File: src/ipw_pkg.sv
package ipw_pkg;

    // ************************************************************
    // register map, byte addresses on the apb bus
    // ************************************************************
    localparam int unsigned ADDR_W = 8;
    localparam logic [7:0] OFS_VSTART = 8'h00;
    localparam logic [7:0] OFS_VSIZE = 8'h04;
    localparam logic [7:0] OFS_HSTART = 8'h08;
    localparam logic [7:0] OFS_HSIZE = 8'h0c;
    localparam logic [7:0] OFS_STATUS = 8'h10;
    localparam logic [7:0] OFS_GATE = 8'h14;
    localparam logic [7:0] OFS_CTRL = 8'h18;
    localparam logic [7:0] OFS_PIXG = 8'h1c;
    localparam logic [7:0] OFS_ISTAT = 8'h20;
    localparam logic [7:0] OFS_IMASK = 8'h24;

    // ************************************************************
    // field widths and reset values
    // ************************************************************
    localparam int unsigned POS_W = 16;
    localparam int unsigned SIZE_W = 13;
    localparam int unsigned PIXG_W = 4;
    localparam int unsigned EV_W = 3;
    localparam logic [15:0] VSTART_RST = 16'h0000;
    localparam logic [12:0] VSIZE_RST = 13'h0000;
    localparam logic [15:0] HSTART_RST = 16'h0000;
    localparam logic [12:0] HSIZE_RST = 13'h0001;
    localparam logic GATE_RST = 1'b0;
    localparam logic [3:0] CTRL_RST = 4'h0;
    localparam logic [3:0] PIXG_RST = 4'h0;
    localparam logic [2:0] IMASK_RST = 3'h0;

    // interrupt event positions
    localparam int unsigned EV_FRAME = 0;
    localparam int unsigned EV_DONE = 1;
    localparam int unsigned EV_BOXERR = 2;

    // status word, bit 4 down to bit 0
    typedef struct packed {
        logic histogram_busy;
        logic histogram_bank;
        logic boundary_calc_busy;
        logic boxcar_busy;
        logic boxcar_error;
    } ipw_engine_sts_t;

    // control word, bit 3 down to bit 0
    typedef struct packed {
        logic boundary_calc_enable;
        logic histogram_enable;
        logic boxcar_enable;
        logic pipe_enable;
    } ipw_enables_t;

    // processing window towards the pipe
    typedef struct packed {
        logic frame_start;
        logic line_active;
        logic pixel_active;
        logic in_window;
    } ipw_window_t;

endpackage

File: src/ipw_window_regs.sv
`timescale 1ns/1ps

module ipw_window_regs (
    // clock and reset
    input wire logic core_clk,
    input wire logic rst_n,
    // apb slave
    input wire logic [ipw_pkg::ADDR_W-1:0] paddr,
    input wire logic psel,
    input wire logic penable,
    input wire logic pwrite,
    input wire logic [31:0] pwdata,
    output logic [31:0] prdata,
    output logic pready,
    output logic pslverr,
    // sync pins from the sensor side
    input wire logic vertical_sync,
    input wire logic horizontal_sync,
    // engine state, same clock
    input wire ipw_pkg::ipw_engine_sts_t engine_sts,
    // control outputs
    output logic register_interface_clock,
    output logic [ipw_pkg::PIXG_W-1:0] pixel_clock_gate,
    output ipw_pkg::ipw_enables_t enables,
    output ipw_pkg::ipw_window_t window,
    output logic irq
);

    // ************************************************************
    // reset release and sync pin capture
    // ************************************************************
    logic rst_s1_q;
    logic rst_sync_n;
    logic vs_s1_q, vs_s2_q, vs_s3_q;
    logic hs_s1_q, hs_s2_q, hs_s3_q;
    logic vs_rise, hs_rise;

    // reset leaves through two flops so release is clean
    always_ff @(posedge core_clk or negedge rst_n) begin
        if (!rst_n) begin
            rst_s1_q <= 1'b0;
            rst_sync_n <= 1'b0;
        end else begin
            rst_s1_q <= 1'b1;
            rst_sync_n <= rst_s1_q;
        end
    end

    // two stage synchronisers, third flop only for edge finding
    always_ff @(posedge core_clk or negedge rst_sync_n) begin
        if (!rst_sync_n) begin
            vs_s1_q <= 1'b0;
            vs_s2_q <= 1'b0;
            vs_s3_q <= 1'b0;
            hs_s1_q <= 1'b0;
            hs_s2_q <= 1'b0;
            hs_s3_q <= 1'b0;
        end else begin
            vs_s1_q <= vertical_sync;
            vs_s2_q <= vs_s1_q;
            vs_s3_q <= vs_s2_q;
            hs_s1_q <= horizontal_sync;
            hs_s2_q <= hs_s1_q;
            hs_s3_q <= hs_s2_q;
        end
    end

    assign vs_rise = vs_s2_q & ~vs_s3_q;
    assign hs_rise = hs_s2_q & ~hs_s3_q;

    // ************************************************************
    // register file over apb
    // ************************************************************
    logic [15:0] vstart_q, vstart_d;
    logic [12:0] vsize_q, vsize_d;
    logic [15:0] hstart_q, hstart_d;
    logic [12:0] hsize_q, hsize_d;
    logic gate_q, gate_d;
    logic [3:0] ctrl_q, ctrl_d;
    logic [3:0] pixg_q, pixg_d;
    logic [2:0] imask_q, imask_d;
    logic [2:0] istat_q, istat_d;
    logic [31:0] rdata_q, rdata_d;
    logic [2:0] events;
    logic setup, access, mapped, exempt, wr_ok;

    assign setup = psel & ~penable;
    assign access = psel & penable;

    // decode: which offsets exist, which survive a closed gate
    always_comb begin
        mapped = 1'b1;
        exempt = 1'b0;
        case (paddr)
            ipw_pkg::OFS_VSTART, ipw_pkg::OFS_VSIZE,
            ipw_pkg::OFS_HSTART, ipw_pkg::OFS_HSIZE,
            ipw_pkg::OFS_STATUS, ipw_pkg::OFS_ISTAT,
            ipw_pkg::OFS_IMASK: exempt = 1'b0;
            ipw_pkg::OFS_GATE, ipw_pkg::OFS_CTRL,
            ipw_pkg::OFS_PIXG: exempt = 1'b1;
            default: mapped = 1'b0;
        endcase
    end

    // writes to window regs only count with the gate on
    assign wr_ok = access & pwrite & (gate_q | exempt);

    // next values of the writable registers
    always_comb begin
        vstart_d = vstart_q;
        vsize_d = vsize_q;
        hstart_d = hstart_q;
        hsize_d = hsize_q;
        gate_d = gate_q;
        ctrl_d = ctrl_q;
        pixg_d = pixg_q;
        imask_d = imask_q;
        if (wr_ok) begin
            case (paddr)
                ipw_pkg::OFS_VSTART: vstart_d = pwdata[15:0];
                ipw_pkg::OFS_VSIZE: vsize_d = pwdata[12:0];
                ipw_pkg::OFS_HSTART: hstart_d = pwdata[15:0];
                ipw_pkg::OFS_HSIZE: hsize_d = {pwdata[12:1], 1'b1};
                ipw_pkg::OFS_GATE: gate_d = pwdata[0];
                ipw_pkg::OFS_CTRL: ctrl_d = pwdata[3:0];
                ipw_pkg::OFS_PIXG: pixg_d = pwdata[3:0];
                ipw_pkg::OFS_IMASK: imask_d = pwdata[2:0];
                default: ;
            endcase
        end
    end

    // read data is latched in setup so the access cycle is zero wait
    always_comb begin
        rdata_d = rdata_q;
        if (setup) begin
            case (paddr)
                ipw_pkg::OFS_VSTART: rdata_d = {16'h0000, vstart_q};
                ipw_pkg::OFS_VSIZE: rdata_d = {19'h0, vsize_q};
                ipw_pkg::OFS_HSTART: rdata_d = {16'h0000, hstart_q};
                ipw_pkg::OFS_HSIZE: rdata_d = {19'h0, hsize_q};
                ipw_pkg::OFS_STATUS: rdata_d = {27'h0, engine_sts};
                ipw_pkg::OFS_GATE: rdata_d = {31'h0, gate_q};
                ipw_pkg::OFS_CTRL: rdata_d = {28'h0, ctrl_q};
                ipw_pkg::OFS_PIXG: rdata_d = {28'h0, pixg_q};
                ipw_pkg::OFS_ISTAT: rdata_d = {29'h0, istat_q};
                ipw_pkg::OFS_IMASK: rdata_d = {29'h0, imask_q};
                default: rdata_d = 32'h00000000;
            endcase
        end
    end

    // sticky events; a read clears only what it returned, so a new
    // event in the same cycle survives
    always_comb begin
        istat_d = istat_q;
        if (access & ~pwrite & (paddr == ipw_pkg::OFS_ISTAT)) begin
            istat_d = istat_q & ~rdata_q[2:0];
        end
        istat_d = istat_d | events;
    end

    always_ff @(posedge core_clk or negedge rst_sync_n) begin
        if (!rst_sync_n) begin
            vstart_q <= ipw_pkg::VSTART_RST;
            vsize_q <= ipw_pkg::VSIZE_RST;
            hstart_q <= ipw_pkg::HSTART_RST;
            hsize_q <= ipw_pkg::HSIZE_RST;
            gate_q <= ipw_pkg::GATE_RST;
            ctrl_q <= ipw_pkg::CTRL_RST;
            pixg_q <= ipw_pkg::PIXG_RST;
            imask_q <= ipw_pkg::IMASK_RST;
            istat_q <= 3'h0;
            rdata_q <= 32'h00000000;
        end else begin
            vstart_q <= vstart_d;
            vsize_q <= vsize_d;
            hstart_q <= hstart_d;
            hsize_q <= hsize_d;
            gate_q <= gate_d;
            ctrl_q <= ctrl_d;
            pixg_q <= pixg_d;
            imask_q <= imask_d;
            istat_q <= istat_d;
            rdata_q <= rdata_d;
        end
    end

    // bus answers and control outputs
    assign prdata = rdata_q;
    assign pready = 1'b1;
    assign pslverr = access & ~mapped;
    assign register_interface_clock = gate_q;
    assign pixel_clock_gate = pixg_q;
    assign enables = ipw_pkg::ipw_enables_t'(ctrl_q);
    assign irq = |(istat_q & imask_q);

    // ************************************************************
    // line and pixel counters, window compare
    // ************************************************************
    logic [15:0] line_q, line_d, pix_q, pix_d;
    logic line_vld_q, line_vld_d, pix_vld_q, pix_vld_d;
    logic first_q, first_d, boxerr_q;
    logic [16:0] line_off, pix_off;
    logic vwin, hwin, last_px;
    ipw_pkg::ipw_window_t win_d, win_q;

    // vertical sync arms, first horizontal sync after it is line 0
    always_comb begin
        line_d = line_q;
        line_vld_d = line_vld_q;
        first_d = first_q;
        if (vs_rise) begin
            line_d = 16'h0000;
            line_vld_d = hs_rise;
            first_d = ~hs_rise;
        end else if (hs_rise) begin
            if (first_q) begin
                line_vld_d = 1'b1;
                first_d = 1'b0;
            end else if (line_q == 16'hffff) begin
                line_vld_d = 1'b0; // past any reachable start
            end else begin
                line_d = line_q + 16'h0001;
            end
        end
    end

    // one pixel per core clock from the horizontal sync edge
    always_comb begin
        pix_d = pix_q;
        pix_vld_d = pix_vld_q;
        if (hs_rise) begin
            pix_d = 16'h0000;
            pix_vld_d = 1'b1;
        end else if (pix_vld_q) begin
            if (pix_q == 16'hffff) begin
                pix_vld_d = 1'b0;
            end else begin
                pix_d = pix_q + 16'h0001;
            end
        end
    end

    // offsets into the window; a borrow means before the start
    assign line_off = {1'b0, line_q} - {1'b0, vstart_q};
    assign pix_off = {1'b0, pix_q} - {1'b0, hstart_q};
    assign vwin = line_vld_q & ~line_off[16]
        & (line_off[15:0] <= {3'h0, vsize_q});
    assign hwin = pix_vld_q & ~pix_off[16]
        & (pix_off[15:0] <= {3'h0, hsize_q});
    assign last_px = vwin & hwin & (line_off[15:0] == {3'h0, vsize_q})
        & (pix_off[15:0] == {3'h0, hsize_q});

    // window flags to the pipe and interrupt events
    always_comb begin
        win_d.frame_start = vs_rise;
        win_d.line_active = vwin;
        win_d.pixel_active = hwin;
        win_d.in_window = vwin & hwin;
        events = 3'h0;
        events[ipw_pkg::EV_FRAME] = vs_rise;
        events[ipw_pkg::EV_DONE] = last_px;
        events[ipw_pkg::EV_BOXERR] = engine_sts.boxcar_error & ~boxerr_q;
    end

    always_ff @(posedge core_clk or negedge rst_sync_n) begin
        if (!rst_sync_n) begin
            line_q <= 16'h0000;
            line_vld_q <= 1'b0;
            first_q <= 1'b0;
            pix_q <= 16'h0000;
            pix_vld_q <= 1'b0;
            win_q <= '0;
            boxerr_q <= 1'b0;
        end else begin
            line_q <= line_d;
            line_vld_q <= line_vld_d;
            first_q <= first_d;
            pix_q <= pix_d;
            pix_vld_q <= pix_vld_d;
            win_q <= win_d;
            boxerr_q <= engine_sts.boxcar_error;
        end
    end

    assign window = win_q;
endmodule

File: config.mk
export PLATFORM = sky130hd
export DESIGN_NAME = ipw_window_regs
export DESIGN_NICKNAME = d
export VERILOG_FILES = /design/src/ipw_pkg.sv /design/src/ipw_window_regs.sv
export SDC_FILE = /design/constraint.sdc
export NUM_CORES = 1
export LEC_CHECK = 0
export BUFFER_PORTS_ARGS = -buffer_cell sky130_fd_sc_hd__buf_2
export CORE_MARGIN = 1.5
export CORE_UTILIZATION = 31
export DETAILED_ROUTE_END_ITERATION = 16
export HOLD_SLACK_MARGIN = 0.03
export PLACE_DENSITY = 0.58
export SLEW_MARGIN = 15
export SYNTH_ARGS = -nofsm -noshare
export SYNTH_HDL_FRONTEND = slang
export SYNTH_SLANG_ARGS = --single-unit
export TNS_END_PERCENT = 100
File: constraint.sdc
create_clock -name core_clk -period 4.6 [get_ports core_clk]
set_input_delay 0.46 -clock core_clk [delete_from_list [all_inputs] [get_ports core_clk]]
set_output_delay 0.46 -clock core_clk [all_outputs]
set_load 0.01 [all_outputs]
==> Implementation_results.wiki <==
{| class="wikitable"
! Metric !! Value
|-
| Initial drt markers || ~570
|-
| Clock Skews || 8.93 ps
|-
| Number of port buffers || 66
|-
| Post-synth design cell area || 8140 µm²
|-
| Hold path depth || 1
|-
| Post-synth ARST share || 1.00
|-
| Launch point of the worst path || line_q[0]
|-
| Diodes inserted || 0
|-
| Half-perimeter wire length after detailed placement || 15200 µm
|-
| RSZ-0062 raised after global routing || false
|-
| Maximum number of pins on one net before global-route repair || 69
|-
| TritonCTS clock tree || yes
|-
| Maximum single-stage delay on the critical path || 440 ps
|-
| Unique masters post-synth || 65
|-
| Time the final worst path needs with I/O delays and setup || approximately 4200 ps
|-
| First-pass GRT wire length || between 30000 and 40000 µm
|-
| Yosys warning total || 0
|-
| Cell with the biggest individual delay on the critical path || sky130_fd_sc_hd__or3_1
|-
| Avg WL per Cell || 15.7 µm
|-
| Worst skew pair latency || 430 ps
|-
| Post-synthesis sequential element count || 136
|-
| Total power of the final layout || between 3000 and 4000 µW
|-
| Horiz. Die Dim || roughly 170 µm
|-
| Fraction of layout cells with a size suffix above 1 || 0.151
|-
| Prevailing post-synth register cell || sky130_fd_sc_hd__dfrtp_1
|-
| Starting utilization of the core area || 0.314
|-
| H-Tree Depth || 4
|-
| Clk Tree Root Cell || sky130_fd_sc_hd__clkbuf_16
|-
| Combined global-route utilization of all metal layers || 0.157
|-
| Total Nets Final || 1067
|-
| Worst Reg2Reg Path Length in Cells || 19
|-
| Post-Syn Area per Cell || 9.16 µm²
|-
| Peak fanout along the critical path || 5
|-
| Post-DR vias/cell || 4.99
|-
| Critical Path Sink Type || flip-flop
|-
| Hold violation total from the final report || 0
|-
| Critical path's most frequent cell || sky130_fd_sc_hd__a21o_1
|-
| P_leak || 0.00468 µW
|-
| Final cycle utilization of the critical path || 0.913
|-
| Post-Route Hold Slack || 131 ps
|-
| Count of maximum capacitance violations || 0
|-
| Reg-to-reg critical path startpoint || line_q[0]
|-
| Critical path class || flip-flop to flip-flop
|-
| Area overhead of the layout relative to synthesis || 16.2%
|-
| Aggregate routed wire length || between 20000 and 25000 µm
|-
| Number of vias in the routed layout || approximately 6500
|-
| Final estimated routing congestion in global placement || between 0.8 and 0.9
|-
| Floorplan die area || 27200 µm²
|-
| Max Fclk || 0.238 GHz
|-
| GRT Residual Overflow || 0
|-
| Worst slew margin || 0.397
|-
| Sequential fraction of the synthesis area || 0.418
|-
| Fin util || 0.365
|-
| Number of placement rows || slightly below 60
|-
| Required time at the worst-slack endpoint || 4930 ps
|-
| Setup-violating endpoint count in the final report || 0
|-
| Clock slew at the register clock pins of the worst setup and hold paths || approximately 60 ps
|-
| Count of mapped cells out of synthesis || 889
|-
| PwrDens || between 300 and 400 nW/µm²
|-
| Y dimension of the die || 165 µm
|-
| Largest buffer count on any clock path || 2
|-
| Setup TNS Final || 0 ps
|-
| Count of nets left with antenna violations after detail routing || 0
|-
| Arrival time of data at the critical path endpoint || 4530 ps
|-
| I/O pin cnt || 100
|-
| Max-slew violations || 0
|-
| Initial antenna violation count || 0
|-
| Number of synthesized flops with an enable pin || 0
|-
| Core Region || approximately 26000 µm²
|-
| Category of the worst setup path launch point || flip-flop
|-
| Slew at the pin closest to its max-slew limit || 905 ps
|-
| Number of global-route vias before repair || 6199
|-
| Startpoint of the lowest-slack hold path || horizontal_sync
|-
| DRC violations left || 0
|-
| Number of buffers inserted during clock tree synthesis || 17
|-
| Worst hold-check path type || primary input to flip-flop
|-
| Pre-Repair DR Iteration Count || 6
|-
| Result of the run || complete, no violations
|-
| Number of clock sinks || about 140
|-
| CTS resizes || 0
|-
| Sequence of cells on the critical path || inv_1 > ha_1 > inv_1 > fa_1 > a21o_1 > nand3_1 > a21o_1 > a311oi_2 > a21o_1 > a21oi_1 > xnor2_1 > ha_1 > and3_1 > nand3_1 > or3_1 > o21a_1 > a211oi_2 > nand4_2 > nor4_2
|-
| Maximum ir drop on the vdd rail || 234 µV
|}
[cells by family after synthesis]
| family | share of synthesized area |
|---|---|
| multiplexers | 0.0306 |
| AO/OA/AOI/OAI | 0.169 |
| AND/OR/NAND/NOR | 0.168 |
| XOR/XNOR | 0.0549 |
| adder cells (fa/ha/maj) | 0.0956 |
| other | 0.000923 |
| buffers and inverters | 0.0633 |
| flip-flops | 0.418 |
[power breakdown]
part | switching, µW | total [µW] | internal, µW
logic | 148 | 250 | 102
registers | 62.1 | 1300 | 1240
clock network | 532 | 1510 | 978
total | 742 | 3060 | 2320
[layout by cell type (no fill, tap or decap), drive strengths merged, types with 10 or more instances in the layout]
cell type and n:
dfrtp 136, nand2 101, nor2 81, o21ai 77, buf 75, inv 72, ha 59, a21oi 36
xor2 32, nand3 24, clkbuf 21, a21o 20, xnor2 19, conb 18, nand4 18, a31oi 15
mux2 15, nor3 15, a222oi 14, and3 11, nor2b 10
[per-layer routing]
layer | GRT usage | routed length, µm | vias up
li1 | - | - | 3214
met3 | 0.0271 | 964 | 13
met1 | 0.228 | 10400 | 3111
met2 | 0.239 | 8900 | 158
met5 | 0 | 0 | -
met4 | 0.0418 | 182 | 0
[final timing paths]
| check | endpoint | slack, ps |
|---|---|---|
| setup reg to reg | window[0] | 400 |
| max in group asynchronous | line_q[1] | 3280 |
| hold / removal | hs_s1_q | 130 |
| hold reg to reg | vs_s2_q | 350 |
| min in group asynchronous | rst_sync_n | 360 |
| setup / recovery | window[0] | 400 |
[worst max-delay path: cells and delay by family (launching register included)]
family                     cells  cell delay (ps)
AOI/OAI and AO/OA              7             1290
buffers and inverters          2              130
DFF                            1              430
adders and majority gates      3              860
and+or+nand+nor                6             1320
xor gates and xnor gates       1               80
[cell usage after synthesis, types with 2 or more instances]
| cell type | instances | share of area |
|---|---|---|
| sky130_fd_sc_hd__nand3_1 | 24 | 0.015 |
| sky130_fd_sc_hd__and2_1 | 4 | 0.0031 |
| sky130_fd_sc_hd__buf_4 | 17 | 0.016 |
| sky130_fd_sc_hd__xor2_1 | 32 | 0.034 |
| sky130_fd_sc_hd__and3_1 | 10 | 0.0077 |
| sky130_fd_sc_hd__a222oi_1 | 14 | 0.017 |
| sky130_fd_sc_hd__nor2_1 | 81 | 0.037 |
| sky130_fd_sc_hd__a21o_1 | 20 | 0.018 |
| sky130_fd_sc_hd__a22oi_1 | 6 | 0.0055 |
| sky130_fd_sc_hd__o211ai_1 | 4 | 0.0037 |
| sky130_fd_sc_hd__xnor2_1 | 19 | 0.020 |
| sky130_fd_sc_hd__fa_1 | 2 | 0.0049 |
| sky130_fd_sc_hd__nor3b_1 | 2 | 0.0018 |
| sky130_fd_sc_hd__ha_1 | 59 | 0.091 |
| sky130_fd_sc_hd__dfrtp_1 | 136 | 0.42 |
| sky130_fd_sc_hd__or2_2 | 3 | 0.0023 |
| sky130_fd_sc_hd__and4_1 | 2 | 0.0022 |
| sky130_fd_sc_hd__o22ai_1 | 3 | 0.0023 |
| sky130_fd_sc_hd__mux2_2 | 15 | 0.021 |
| sky130_fd_sc_hd__o21ai_2 | 3 | 0.0032 |
| sky130_fd_sc_hd__inv_1 | 72 | 0.033 |
| sky130_fd_sc_hd__a211oi_1 | 5 | 0.0046 |
| sky130_fd_sc_hd__nor3_1 | 14 | 0.0086 |
| sky130_fd_sc_hd__nor2b_1 | 10 | 0.0077 |
| sky130_fd_sc_hd__o21bai_1 | 3 | 0.0028 |
| sky130_fd_sc_hd__a41oi_1 | 2 | 0.0022 |
| sky130_fd_sc_hd__a221oi_1 | 2 | 0.0022 |
| sky130_fd_sc_hd__nand4_1 | 17 | 0.013 |
| sky130_fd_sc_hd__nor4_1 | 5 | 0.0038 |
| sky130_fd_sc_hd__buf_2 | 7 | 0.0043 |
| sky130_fd_sc_hd__mux2i_1 | 8 | 0.0098 |
| sky130_fd_sc_hd__nand2b_1 | 4 | 0.0031 |
| sky130_fd_sc_hd__o21a_1 | 8 | 0.0074 |
| sky130_fd_sc_hd__o21ai_0 | 72 | 0.044 |
| sky130_fd_sc_hd__clkbuf_1 | 21 | 0.0097 |
| sky130_fd_sc_hd__or3_1 | 3 | 0.0023 |
| sky130_fd_sc_hd__conb_1 | 2 | 0.00092 |
| sky130_fd_sc_hd__a31oi_1 | 15 | 0.012 |
| sky130_fd_sc_hd__a41oi_2 | 2 | 0.0040 |
| sky130_fd_sc_hd__a21oi_1 | 35 | 0.022 |
| sky130_fd_sc_hd__o21ai_1 | 2 | 0.0012 |
| sky130_fd_sc_hd__nand2_1 | 101 | 0.047 |
[flip-flops by register name, indices dropped and copies added (netlist names), 3 cells and up]
register and flops:
hsize_q 12, prdata 16, hstart_q 16, istat_q 3
enables 4, line_q 16, vstart_q 16, pixel_clock_gate 4
vsize_q 13, imask_q 3, window 4, pix_q 16
[layout make-up]
class	count	area (µm²)
clock buffers	21	450
flip-flops and latches	136	3410
multi-input cells	651	4300
repair buffers	76	420
clock inverters	11	196
fillers	2651	16500
well taps	335	419
inverters	72	270
[stage by stage]
step / setup WS, ps / std cells / cell area, µm²
6_report: 401 / 1302 / 9460
3_3_place_gp: 496 / 1269 / 8800
4_1_cts: 379 / 1302 / 9460
5_1_grt: 119 / 1302 / 9460
3_5_place_dp: 426 / 1269 / 8800
2_1_floorplan: 530 / 905 / 8200
[repair_timing]
action / 4_1_cts / 5_1_grt
endpoints found under the hold margin: 2 / 0
hold buffers: 1 / 0
buffers inserted: 0 / 0
No activity file was read; power rests on OpenSTA's default activity.
